File: src/hw/bsl_pkg.sv
package bsl_pkg;
    // Register byte offsets
    localparam logic [7:0] OFS_CTRL = 8'h00;
    localparam logic [7:0] OFS_COND = 8'h04;
    localparam logic [7:0] OFS_DIMM = 8'h08;
    localparam logic [7:0] OFS_POST = 8'h0c;
    localparam logic [7:0] OFS_STAT = 8'h10;
    localparam logic [7:0] OFS_ISTS = 8'h14;
    localparam logic [7:0] OFS_IMSK = 8'h18;
    // CTRL fields
    localparam int CTRL_INIT_DONE = 0;
    localparam int CTRL_BOOTED = 1;
    localparam int CTRL_SPARING = 2;
    localparam int CTRL_MIRRORING = 3;
    // COND fields: degraded 0..6, non-critical 8..10, fatal 16..24
    localparam int C_MEM_PARTIAL = 0;
    localparam int C_REDUND_LOST = 1;
    localparam int C_PCIE_ERR = 2;
    localparam int C_CPU_ONE_FAIL = 3;
    localparam int C_FAN_FAIL = 4;
    localparam int C_NONCRIT_THRESH = 5;
    localparam int C_MIRROR_LOST = 6;
    localparam int C_CRIT_VOLT = 8;
    localparam int C_VOLTAGE_REGULATOR_OVERHEAT = 9;
    localparam int C_FANS_BELOW_MIN = 10;
    localparam int C_SOLE_DIMM_FAIL = 16;
    localparam int C_UNCORR_NONRED = 17;
    localparam int C_PROCESSOR_INTERNAL_ERROR = 18;
    localparam int C_CPU1_ABSENT = 19;
    localparam int C_PROCESSOR_THERMAL_TRIP = 20;
    localparam int C_MEMORY_TEMPERATURE_HIGH = 21;
    localparam int C_CRIT_TEMP = 22;
    localparam int C_POWER_FAULT = 23;
    localparam int C_CPU_CFG_MISMATCH = 24;
    localparam logic [31:0] DEGRADED_MASK = 32'h0000007f;
    localparam logic [31:0] NONCRIT_MASK = 32'h00000700;
    localparam logic [31:0] FATAL_MASK = 32'h01ff0000;
    // Sizes and resets
    localparam int DIMM_SLOTS = 6;
    localparam int POST_W = 8;
    localparam logic [3:0] CE_LIMIT = 4'h a;
    localparam logic [31:0] CTRL_RST = 32'h00000000;
    localparam logic [2:0] ISTS_INIT_DONE = 3'h1;
    localparam logic [2:0] ISTS_BTN_DROPPED = 3'h2;
    localparam logic [2:0] ISTS_SEV_CHANGE = 3'h4;
    // Timing
    localparam int CLK_HZ = 200_000_000;
    localparam int BLINK_HALF_MS = 500;
    localparam int BLINK_HALF_CYC = CLK_HZ / 1000 * BLINK_HALF_MS;
    localparam int INIT_TIMEOUT_S = 20;
    localparam longint INIT_TIMEOUT_CYC = longint'(CLK_HZ) * INIT_TIMEOUT_S;
    typedef enum logic [2:0] {SEV_OFF, SEV_INIT, SEV_OK, SEV_DEGR, SEV_NONCRIT, SEV_FATAL}
        bsl_sev_t;
endpackage : bsl_pkg

File: src/hw/bsl_led_top.sv
// Chosen here: the placing of the registers and the AXI4-Lite register port.
`timescale 1ns/100ps
// Behaviour
// - Status LED dark without mains/standby power
// - Alternate amber/green during controller initialisation
// - Ignore power button during initialisation
// - Init done re-enables button; booted or a fault ends the init blink
// - Booted, no fault: steady green
// - Degraded conditions blink green
// - Ten or more errors with sparing: degraded
// - Non-fatal alarm conditions blink amber
// - No sparing/mirroring, ten errors: amber blink
// - Fatal conditions give steady amber
// - Per-slot memory fault LED when disabled
// - Post code LEDs hold last code
module bsl_led_top
    import bsl_pkg::*;
#(
    parameter int HALF_CYC = BLINK_HALF_CYC,
    parameter longint INIT_CYC = INIT_TIMEOUT_CYC
) (
    // Clock and reset
    input wire logic mclk,
    input wire logic rst,
    // Power presence
    input wire logic mainsOk,
    input wire logic standbyOk,
    // Power button
    input wire logic powerButton,
    output logic powerButtonOut,
    // Memory error counting
    input wire logic corrErrEvent,
    input wire logic errWindowClear,
    // AXI4-Lite
    input wire logic [7:0] s_axi_awaddr,
    input wire logic s_axi_awvalid,
    output logic s_axi_awready,
    input wire logic [31:0] s_axi_wdata,
    input wire logic [3:0] s_axi_wstrb,
    input wire logic s_axi_wvalid,
    output logic s_axi_wready,
    output logic [1:0] s_axi_bresp,
    output logic s_axi_bvalid,
    input wire logic s_axi_bready,
    input wire logic [7:0] s_axi_araddr,
    input wire logic s_axi_arvalid,
    output logic s_axi_arready,
    output logic [31:0] s_axi_rdata,
    output logic [1:0] s_axi_rresp,
    output logic s_axi_rvalid,
    input wire logic s_axi_rready,
    // Indicators
    output logic ledGreen,
    output logic ledAmber,
    output logic [DIMM_SLOTS-1:0] dimmFaultLed,
    output logic [POST_W-1:0] postCodeLed,
    output logic irq
);
    logic wrEn, rdHit, wrHit, phase;
    logic [7:0] wrAddr, rdAddr;
    logic [31:0] wrData, rdData;
    logic [3:0] wrStrb;
    logic [31:0] ctrl_r, cond_r;
    logic [DIMM_SLOTS-1:0] dimm_r;
    logic [POST_W-1:0] post_r;
    logic [2:0] ists_r, imsk_r;
    logic [3:0] ceCnt_r;
    logic [63:0] initCnt_r;
    logic initDone_r;
    bsl_sev_t sev_r, sevNxt;

    bsl_axil_regs u_regs (
        .mclk(mclk), .rst(rst),
        .s_axi_awaddr(s_axi_awaddr), .s_axi_awvalid(s_axi_awvalid),
        .s_axi_awready(s_axi_awready), .s_axi_wdata(s_axi_wdata),
        .s_axi_wstrb(s_axi_wstrb), .s_axi_wvalid(s_axi_wvalid),
        .s_axi_wready(s_axi_wready), .s_axi_bresp(s_axi_bresp),
        .s_axi_bvalid(s_axi_bvalid), .s_axi_bready(s_axi_bready),
        .s_axi_araddr(s_axi_araddr), .s_axi_arvalid(s_axi_arvalid),
        .s_axi_arready(s_axi_arready), .s_axi_rdata(s_axi_rdata),
        .s_axi_rresp(s_axi_rresp), .s_axi_rvalid(s_axi_rvalid),
        .s_axi_rready(s_axi_rready),
        .wrEn(wrEn), .wrAddr(wrAddr), .wrData(wrData), .wrStrb(wrStrb),
        .rdAddr(rdAddr), .rdData(rdData), .rdHit(rdHit), .wrHit(wrHit)
    );

    bsl_blink_div #(.HALF_CYC(HALF_CYC)) u_blink (
        .mclk(mclk), .rst(rst), .phase(phase)
    );

    function automatic logic [31:0] bsl_merge(input logic [31:0] old, input logic [31:0] nw,
                                              input logic [3:0] strb);
        logic [31:0] res;
        res = old;
        for (int i = 0; i < 4; i++) begin
            if (strb[i]) begin
                res[i*8 +: 8] = nw[i*8 +: 8];
            end
        end
        return res;
    endfunction : bsl_merge

    // Decode
    wire wCtrl = wrEn && (wrAddr == OFS_CTRL);
    wire wCond = wrEn && (wrAddr == OFS_COND);
    wire wDimm = wrEn && (wrAddr == OFS_DIMM);
    wire wPost = wrEn && (wrAddr == OFS_POST);
    wire wIsts = wrEn && (wrAddr == OFS_ISTS);
    wire wImsk = wrEn && (wrAddr == OFS_IMSK);
    assign wrHit = wCtrl || wCond || wDimm || wPost || wIsts || wImsk;

    wire powered = mainsOk && standbyOk;
    wire [31:0] ctrlNew = bsl_merge(ctrl_r, wrData, wrStrb);
    wire [31:0] condNew = bsl_merge(cond_r, wrData, wrStrb);
    wire [31:0] dimmNew = bsl_merge(32'(dimm_r), wrData, wrStrb);
    wire [31:0] postNew = bsl_merge(32'(post_r), wrData, wrStrb);
    wire [31:0] statWord = {16'h0, 4'(ceCnt_r), 5'h0, 3'(sev_r), 3'h0, initDone_r};
    wire noRedundancy = !ctrl_r[CTRL_SPARING] && !ctrl_r[CTRL_MIRRORING];
    wire ceOver = (ceCnt_r >= CE_LIMIT);
    wire ceDegr = ceOver && ctrl_r[CTRL_SPARING];
    wire ceNoncrit = ceOver && noRedundancy;
    wire anyFatal = |(cond_r & FATAL_MASK);
    wire anyNoncrit = (|(cond_r & NONCRIT_MASK)) || ceNoncrit;
    wire anyDegr = (|(cond_r & DEGRADED_MASK)) || ceDegr;
    wire initTimeout = (initCnt_r == 64'(INIT_CYC - 1));
    wire initFinish = !initDone_r && powered && (ctrl_r[CTRL_INIT_DONE] || initTimeout);
    wire btnDropped = powerButton && !initDone_r;
    wire [2:0] evts = {sevNxt != sev_r, btnDropped, initFinish};

    always_ff @(posedge mclk or posedge rst) begin
        if (rst) begin
            ctrl_r <= CTRL_RST;
            cond_r <= 32'h0;
            dimm_r <= '0;
            post_r <= '0;
            imsk_r <= 3'h0;
        end else begin
            if (wCtrl) ctrl_r <= ctrlNew;
            // Firmware flags go stale once mains drops; force a fresh init
            if (!powered) begin
                ctrl_r[CTRL_INIT_DONE] <= 1'b0;
                ctrl_r[CTRL_BOOTED] <= 1'b0;
            end
            if (wCond) cond_r <= condNew;
            if (wDimm) dimm_r <= dimmNew[DIMM_SLOTS-1:0];
            if (wPost) post_r <= postNew[POST_W-1:0];
            if (wImsk) imsk_r <= wrData[2:0];
        end
    end

    // Sticky status: set wins over write-one clear
    always_ff @(posedge mclk or posedge rst) begin
        if (rst) begin
            ists_r <= 3'h0;
        end else begin
            ists_r <= (ists_r & ~(wIsts ? wrData[2:0] : 3'h0)) | evts;
        end
    end

    // Correctable error counter, saturating, cleared per window
    always_ff @(posedge mclk or posedge rst) begin
        if (rst) begin
            ceCnt_r <= 4'h0;
        end else if (errWindowClear) begin
            ceCnt_r <= 4'h0;
        end else if (corrErrEvent && ceCnt_r != 4'hf) begin
            ceCnt_r <= ceCnt_r + 4'h1;
        end
    end

    // Initialisation phase tracking
    always_ff @(posedge mclk or posedge rst) begin
        if (rst) begin
            initCnt_r <= 64'h0;
            initDone_r <= 1'b0;
        end else if (!powered) begin
            initCnt_r <= 64'h0;
            initDone_r <= 1'b0;
        end else if (initFinish) begin
            initDone_r <= 1'b1;
        end else if (!initDone_r) begin
            initCnt_r <= initCnt_r + 64'h1;
        end
    end

    // Severity selection, most severe first
    always_comb begin
        if (!powered) begin
            sevNxt = SEV_OFF;
        end else if (!initDone_r) begin
            sevNxt = SEV_INIT;
        end else if (anyFatal) begin
            sevNxt = SEV_FATAL;
        end else if (anyNoncrit) begin
            sevNxt = SEV_NONCRIT;
        end else if (anyDegr) begin
            sevNxt = SEV_DEGR;
        end else if (ctrl_r[CTRL_BOOTED]) begin
            sevNxt = SEV_OK;
        end else begin
            sevNxt = SEV_INIT;
        end
    end

    // Read mux
    assign rdHit = (rdAddr == OFS_CTRL) || (rdAddr == OFS_COND) || (rdAddr == OFS_DIMM) ||
                   (rdAddr == OFS_POST) || (rdAddr == OFS_STAT) || (rdAddr == OFS_ISTS) ||
                   (rdAddr == OFS_IMSK);
    assign rdData = (rdAddr == OFS_CTRL) ? ctrl_r :
                    (rdAddr == OFS_COND) ? cond_r :
                    (rdAddr == OFS_DIMM) ? 32'(dimm_r) :
                    (rdAddr == OFS_POST) ? 32'(post_r) :
                    (rdAddr == OFS_STAT) ? statWord :
                    (rdAddr == OFS_ISTS) ? 32'(ists_r) :
                    (rdAddr == OFS_IMSK) ? 32'(imsk_r) : 32'h0;

    always_ff @(posedge mclk or posedge rst) begin
        if (rst) begin
            sev_r <= SEV_OFF;
            ledGreen <= 1'b0;
            ledAmber <= 1'b0;
            dimmFaultLed <= '0;
            postCodeLed <= '0;
            powerButtonOut <= 1'b0;
            irq <= 1'b0;
        end else begin
            sev_r <= sevNxt;
            case (sevNxt)
                SEV_INIT: begin
                    ledGreen <= phase;
                    ledAmber <= !phase;
                end
                SEV_OK: begin
                    ledGreen <= 1'b1;
                    ledAmber <= 1'b0;
                end
                SEV_DEGR: begin
                    ledGreen <= phase;
                    ledAmber <= 1'b0;
                end
                SEV_NONCRIT: begin
                    ledGreen <= 1'b0;
                    ledAmber <= phase;
                end
                SEV_FATAL: begin
                    ledGreen <= 1'b0;
                    ledAmber <= 1'b1;
                end
                default: begin
                    ledGreen <= 1'b0;
                    ledAmber <= 1'b0;
                end
            endcase
            dimmFaultLed <= dimm_r;
            postCodeLed <= post_r;
            powerButtonOut <= powerButton && initDone_r;
            irq <= |(ists_r & imsk_r);
        end
    end

    property p_dark_unpowered;
        @(posedge mclk) disable iff (rst) !powered |=> (!ledGreen && !ledAmber);
    endproperty
    a_dark_unpowered: assert property (p_dark_unpowered) else $error("LED lit unpowered");

    property p_init_alt;
        @(posedge mclk) disable iff (rst) (powered && !initDone_r) |=> (ledGreen != ledAmber);
    endproperty
    a_init_alt: assert property (p_init_alt) else $error("Init not alternating");

    property p_btn_block;
        @(posedge mclk) disable iff (rst) !initDone_r |=> !powerButtonOut;
    endproperty
    a_btn_block: assert property (p_btn_block) else $error("Button passed in init");

    property p_btn_pass;
        @(posedge mclk) disable iff (rst) (initDone_r && powerButton) |=> powerButtonOut;
    endproperty
    a_btn_pass: assert property (p_btn_pass) else $error("Button not passed");

    property p_ok_green;
        @(posedge mclk) disable iff (rst) (sevNxt == SEV_OK) |=> (ledGreen && !ledAmber);
    endproperty
    a_ok_green: assert property (p_ok_green) else $error("Not steady green");

    property p_fatal_amber;
        @(posedge mclk) disable iff (rst)
            (powered && initDone_r && anyFatal) |=> (ledAmber && !ledGreen);
    endproperty
    a_fatal_amber: assert property (p_fatal_amber) else $error("Fatal not amber");

    property p_degr_noamber;
        @(posedge mclk) disable iff (rst)
            (powered && initDone_r && anyDegr && !anyNoncrit && !anyFatal) |=> !ledAmber;
    endproperty
    a_degr_noamber: assert property (p_degr_noamber) else $error("Degraded shows amber");

    property p_dimm_led;
        @(posedge mclk) disable iff (rst) wDimm |=> ##1 (dimmFaultLed == $past(dimmNew[5:0], 2));
    endproperty
    a_dimm_led: assert property (p_dimm_led) else $error("DIMM LED wrong");

    property p_post_hold;
        @(posedge mclk) disable iff (rst)
            (!$past(wPost) && !$past(wPost, 2)) |-> $stable(postCodeLed);
    endproperty
    a_post_hold: assert property (p_post_hold) else $error("Post code changed");
endmodule : bsl_led_top

File: src/hw/bsl_blink_div.sv
`timescale 1ns/100ps
module bsl_blink_div
    import bsl_pkg::*;
#(
    parameter int HALF_CYC = BLINK_HALF_CYC
) (
    // Clock and reset
    input wire logic mclk,
    input wire logic rst,
    // Blink phase
    output logic phase
);
    logic [31:0] cnt_r;
    wire cntEnd = (cnt_r == 32'(HALF_CYC - 1));
    always_ff @(posedge mclk or posedge rst) begin
        if (rst) begin
            cnt_r <= 32'h0;
            phase <= 1'b0;
        end else if (cntEnd) begin
            cnt_r <= 32'h0;
            phase <= ~phase;
        end else begin
            cnt_r <= cnt_r + 32'h1;
        end
    end
endmodule : bsl_blink_div

File: src/hw/bsl_axil_regs.sv
`timescale 1ns/100ps
module bsl_axil_regs
    import bsl_pkg::*;
(
    // Clock and reset
    input wire logic mclk,
    input wire logic rst,
    // AXI4-Lite
    input wire logic [7:0] s_axi_awaddr,
    input wire logic s_axi_awvalid,
    output logic s_axi_awready,
    input wire logic [31:0] s_axi_wdata,
    input wire logic [3:0] s_axi_wstrb,
    input wire logic s_axi_wvalid,
    output logic s_axi_wready,
    output logic [1:0] s_axi_bresp,
    output logic s_axi_bvalid,
    input wire logic s_axi_bready,
    input wire logic [7:0] s_axi_araddr,
    input wire logic s_axi_arvalid,
    output logic s_axi_arready,
    output logic [31:0] s_axi_rdata,
    output logic [1:0] s_axi_rresp,
    output logic s_axi_rvalid,
    input wire logic s_axi_rready,
    // Register side
    output logic wrEn,
    output logic [7:0] wrAddr,
    output logic [31:0] wrData,
    output logic [3:0] wrStrb,
    output logic [7:0] rdAddr,
    input wire logic [31:0] rdData,
    input wire logic rdHit,
    input wire logic wrHit
);
    logic awHeld_r, wHeld_r;
    logic [7:0] awAddr_r;
    logic [31:0] wData_r;
    logic [3:0] wStrb_r;
    wire awTake = s_axi_awvalid && s_axi_awready;
    wire wTake = s_axi_wvalid && s_axi_wready;
    wire doWrite = awHeld_r && wHeld_r && !s_axi_bvalid;
    assign wrEn = doWrite;
    assign wrAddr = awAddr_r;
    assign wrData = wData_r;
    assign wrStrb = wStrb_r;
    assign rdAddr = s_axi_araddr;
    always_ff @(posedge mclk or posedge rst) begin
        if (rst) begin
            awHeld_r <= 1'b0;
            wHeld_r <= 1'b0;
            awAddr_r <= 8'h0;
            wData_r <= 32'h0;
            wStrb_r <= 4'h0;
            s_axi_awready <= 1'b0;
            s_axi_wready <= 1'b0;
            s_axi_bvalid <= 1'b0;
            s_axi_bresp <= 2'h0;
        end else begin
            s_axi_awready <= !awHeld_r && !awTake;
            s_axi_wready <= !wHeld_r && !wTake;
            if (awTake) begin
                awHeld_r <= 1'b1;
                awAddr_r <= s_axi_awaddr;
            end
            if (wTake) begin
                wHeld_r <= 1'b1;
                wData_r <= s_axi_wdata;
                wStrb_r <= s_axi_wstrb;
            end
            if (doWrite) begin
                awHeld_r <= 1'b0;
                wHeld_r <= 1'b0;
                s_axi_bvalid <= 1'b1;
                s_axi_bresp <= wrHit ? 2'h0 : 2'h2;
            end else if (s_axi_bvalid && s_axi_bready) begin
                s_axi_bvalid <= 1'b0;
            end
        end
    end
    always_ff @(posedge mclk or posedge rst) begin
        if (rst) begin
            s_axi_arready <= 1'b0;
            s_axi_rvalid <= 1'b0;
            s_axi_rdata <= 32'h0;
            s_axi_rresp <= 2'h0;
        end else begin
            s_axi_arready <= !s_axi_rvalid && !s_axi_arready;
            if (s_axi_arvalid && s_axi_arready) begin
                s_axi_rvalid <= 1'b1;
                s_axi_rdata <= rdHit ? rdData : 32'h0;
                s_axi_rresp <= rdHit ? 2'h0 : 2'h2;
            end else if (s_axi_rvalid && s_axi_rready) begin
                s_axi_rvalid <= 1'b0;
            end
        end
    end
endmodule : bsl_axil_regs

File: config.mk
export PLATFORM = sky130hd
export DESIGN_NAME = bsl_led_top
export DESIGN_NICKNAME = d
export VERILOG_FILES = /design/src/hw/bsl_pkg.sv /design/src/hw/bsl_led_top.sv /design/src/hw/bsl_blink_div.sv /design/src/hw/bsl_axil_regs.sv
export SDC_FILE = /design/constraint.sdc
export NUM_CORES = 1
export LEC_CHECK = 0
export ABC_AREA = 0
export BUFFER_PORTS_ARGS = -buffer_cell sky130_fd_sc_hd__buf_4
export CAP_MARGIN = 20
export CORE_MARGIN = 2
export CORE_UTILIZATION = 54
export DETAILED_ROUTE_END_ITERATION = 12
export HOLD_SLACK_MARGIN = 0.05
export MAX_ROUTING_LAYER = met4
export PLACE_DENSITY_LB_ADDON = 0.3
export SETUP_SLACK_MARGIN = 0.5
export SLEW_MARGIN = 10
export SYNTH_ARGS = -nofsm -noshare
export SYNTH_HDL_FRONTEND = slang
export SYNTH_SLANG_ARGS = --single-unit
File: constraint.sdc
create_clock -name mclk -period 8.3 [get_ports mclk]
set_input_delay 0.83 -clock mclk [delete_from_list [all_inputs] [get_ports mclk]]
set_output_delay 0.83 -clock mclk [all_outputs]
set_load 0.01 [all_outputs]
==> metrics.csv <==
stage;metric;value;unit
critical_path;reg-to-reg critical path startpoint;initCnt_r[37];
clock_tree;Post-CTS Setup Bufs;0;
critical_path;reg2reg end;initCnt_r[59];
synth;#FFs+latches synth;292;
routing;Post-DRT Antenna Nets;0;
floorplanning;row count;56;
clock_tree;CTS Sinks;292;
synth;post-synthesis sequential area ratio;0.563;
power_and_ir_drop;Flop pwr share;0.496;
floorplanning;Core ar.;0.0235;sq mm
floorplanning;Die Wd;159;um
global_routing;initial antenna violation count;0;
synth;cell area after synthesis;0.0130;sq mm
global_routing;largest net degree at the start of global routing;146;
clock_tree;Worst-path clk slew;0.06;ns
power_and_ir_drop;IR Drop Worst-Case VDD;142;uV
routing;Vias/cell;5.78;
critical_path;worst r2r path cells;6;
floorplanning;die area;0.0253;sq mm
final_layout;Nets;1334;
power_and_ir_drop;internal power;2.70;mW
final_layout;fin cells;1609;
final_layout;n_diodes;0;
routing;DR iter-0 viols;603;
synth;top cell type's share of synthesized area;0.563;
clock_tree;later-pin clock latency in the skew report;0.54;ns
synth;Main synth FF type;dfrtp_1;
synth;syn_area_per_cell;11.3;sq um
power_and_ir_drop;clock power share;0.387;
synth;Ys Warns;0;
critical_path;startpoint types;flop;
critical_path;CP Launch Point;initCnt_r[37];
floorplanning;Starting Density;0.551;
critical_path;R2R Setup Slk;5.37;ns
synth;ys async rst share;1.00;
clock_tree;H-Tree Depth;1;
timing;final hold vios;0;
final_layout;P&R area growth vs syn;17.8;%
timing;Slew Limit Fails;0;
synth;most frequent cell after synthesis;dfrtp_1;
global_routing;number of global-route vias before repair;9394;
synth;synthesized instance count;1143;
critical_path;Crit path required time;8.75;ns
timing;fmax;341;MHz
routing;# DRC;0;
final_layout;Fill cells;1824;
routing;drt wl/cell;17.8;um
floorplanning;I/O Pins;123;
outcome;outcome;completed;
critical_path;Worst setup EP type;flop;
timing;Least-Margin Pin Slew;1.03;ns
global_routing;Total GRT Usage;0.234;
synth;area leader, netlist;dfrtp_1;
critical_path;CP max FO;16;
synth;top post-synthesis cells by area;dfrtp_1 56%, mux2_2 9.2%, nand2_1 3.0%;
timing;Setup Skew;0.0121;ns
timing;period utilization;0.353;
timing;RSZ-0062 raised after global routing;no;
floorplanning;Die Y;159;um
synth;distinct cell type count of the synthesized netlist;66;
clock_tree;clock buffer count from CTS;31;
critical_path;CP Class;reg2reg;
clock_tree;CTS tree;done;
timing;final-report setup violation count;0;
timing;Setup Total Neg Slack;0;ns
routing;Total Routed Length;28600;um
power_and_ir_drop;Switching Fraction;0.252;
clock_tree;CTS Hold Bufs;0;
clock_tree;clock root buffer;clkbuf_16;
place;PortBufs;120;
global_routing;GRT overflow;0;
place;detailed placement HPWL;19100;um
clock_tree;post-cts sizing count;0;
critical_path;arrival time of the worst setup path;3.38;ns
timing;min cycle time layout;2.93;ns
global_routing;first-pass GRT wire length;47800;um
routing;TritonRoute pass-1 iters;8;
hold_path;Hold Path Class;in2async;
synth;number of synthesized flops with an enable pin;0;
power_and_ir_drop;Gate power share;0.117;
power_and_ir_drop;Power Density;236;mW/mm^2
power_and_ir_drop;switching pwr;0.911;mW
clock_tree;CTS Buffer Depth;3;
routing;vias post-DR;9296;
flow_run;Max-Cap Viols;0;
synth;top cells by count, synth;292 x dfrtp_1, 106 x mux2_2, 103 x nand2_1;
timing;Worst slew margin;0.312;
place;routability-driven placement congestion ratio;0.879;
power_and_ir_drop;leak pwr;6.97;nW
place;Cells after DPL;1551;
final_layout;share of layout cells above drive strength 1;0.254;
==> layout by cell type (no fill, tap or decap), types with 16 or more instances in the layout <==
cell type and instances:
a21oi_1 50, a22oi_1 23, and3_1 20, buf_4 130, clkbuf_16 31, dfrtp_1 292
inv_1 22, mux2_2 106, nand2_1 101, nand3_1 40, nand4_1 28, nor2_1 81
nor3_1 26, nor4_1 21, o21ai_0 50, or3_1 16, xnor2_1 32, xor2_1 32
==> critical path: stages, from the launching register on <==
cell and delay, ns:
dfrtp_1 0.47, and4_1 0.30, and3_1 0.26, nand4_1 0.54, or4_4 0.71, or3_1 0.38
a21oi_1 0.16
==> how the worst max path moves through the flow <==
stage                     cells past startpoint  slack, ns             to
after floorplan                               1       3.59     ceCnt_r[0]
after global placement                        7       5.26  initCnt_r[59]
after detailed placement                      7       5.17  initCnt_r[59]
after CTS                                     6       5.46  initCnt_r[59]
after global routing                          6       5.16  initCnt_r[59]
final                                         6       5.37  initCnt_r[59]
==> sequential cells by signal (all words and copies together), names as in the netlist, 32 cells and up <==
register,cells
u_regs.wrData,32
cond_r,32
u_regs.s_axi_rdata,32
ctrl_r,32
u_blink.cnt_r,32
initCnt_r,64
==> per-layer routing <==
| layer | track usage | share of wire |
|---|---|---|
| met5 | - | 0 |
| met3 | 0.0281 | 0.046 |
| met4 | 0.0521 | 0.017 |
| met1 | 0.316 | 0.44 |
| met2 | 0.384 | 0.49 |
==> through the flow <==
step / utilization / setup WS [ns] / total power [mW] / area, sq um / hold WS, ns
floorplan: - / 3.59 / 2.05 / 13000 / 0.364
global placement: 0.603 / 5.26 / 2.21 / 14200 / 0.385
detailed placement: 0.603 / 5.17 / 2.23 / 14200 / 0.388
CTS: 0.648 / 5.46 / 3.64 / 15300 / 0.401
global route: 0.649 / 5.16 / 3.77 / 15300 / 0.231
finish: 0.649 / 5.37 / 3.61 / 15300 / 0.234
==> cell type report <==
type / count / area [sq um] / share of cell area
clock buffers: 50 / 977 / 0.0640
repair buffers: 132 / 1020 / 0.0665
well taps: 319 / 399 / 0.0261
inverters: 23 / 90.1 / 0.00590
flip-flops and latches: 292 / 7310 / 0.478
multi-input cells: 786 / 5400 / 0.353
clock inverters: 7 / 88.8 / 0.00581
==> logic make-up (layout without fill, tap and decap cells) <==
| logic type | after synthesis | count (layout) | share of synthesized area |
|---|---|---|---|
| buf+inv | 66 | 212 | 0.0207 |
| mux | 132 | 132 | 0.119 |
| fa+ha+maj | 4 | 4 | 0.00386 |
| compound gates | 184 | 184 | 0.0884 |
| flops | 292 | 292 | 0.563 |
| xor+xnor | 64 | 64 | 0.0432 |
| simple gates | 400 | 400 | 0.161 |
| other cells | 1 | 2 | 0.000289 |
==> power by group through the flow <==
stage                     sequential (mW)  combinational (mW)  clock [mW]
after global placement               1.80               0.408           0
after global routing                 1.81               0.466        1.49
after floorplan                      1.75               0.300           0
final                                1.79               0.423        1.40
after detailed placement             1.81               0.424           0
after CTS                            1.79               0.429        1.42
Note: power is estimated with default switching activity, not from simulation.
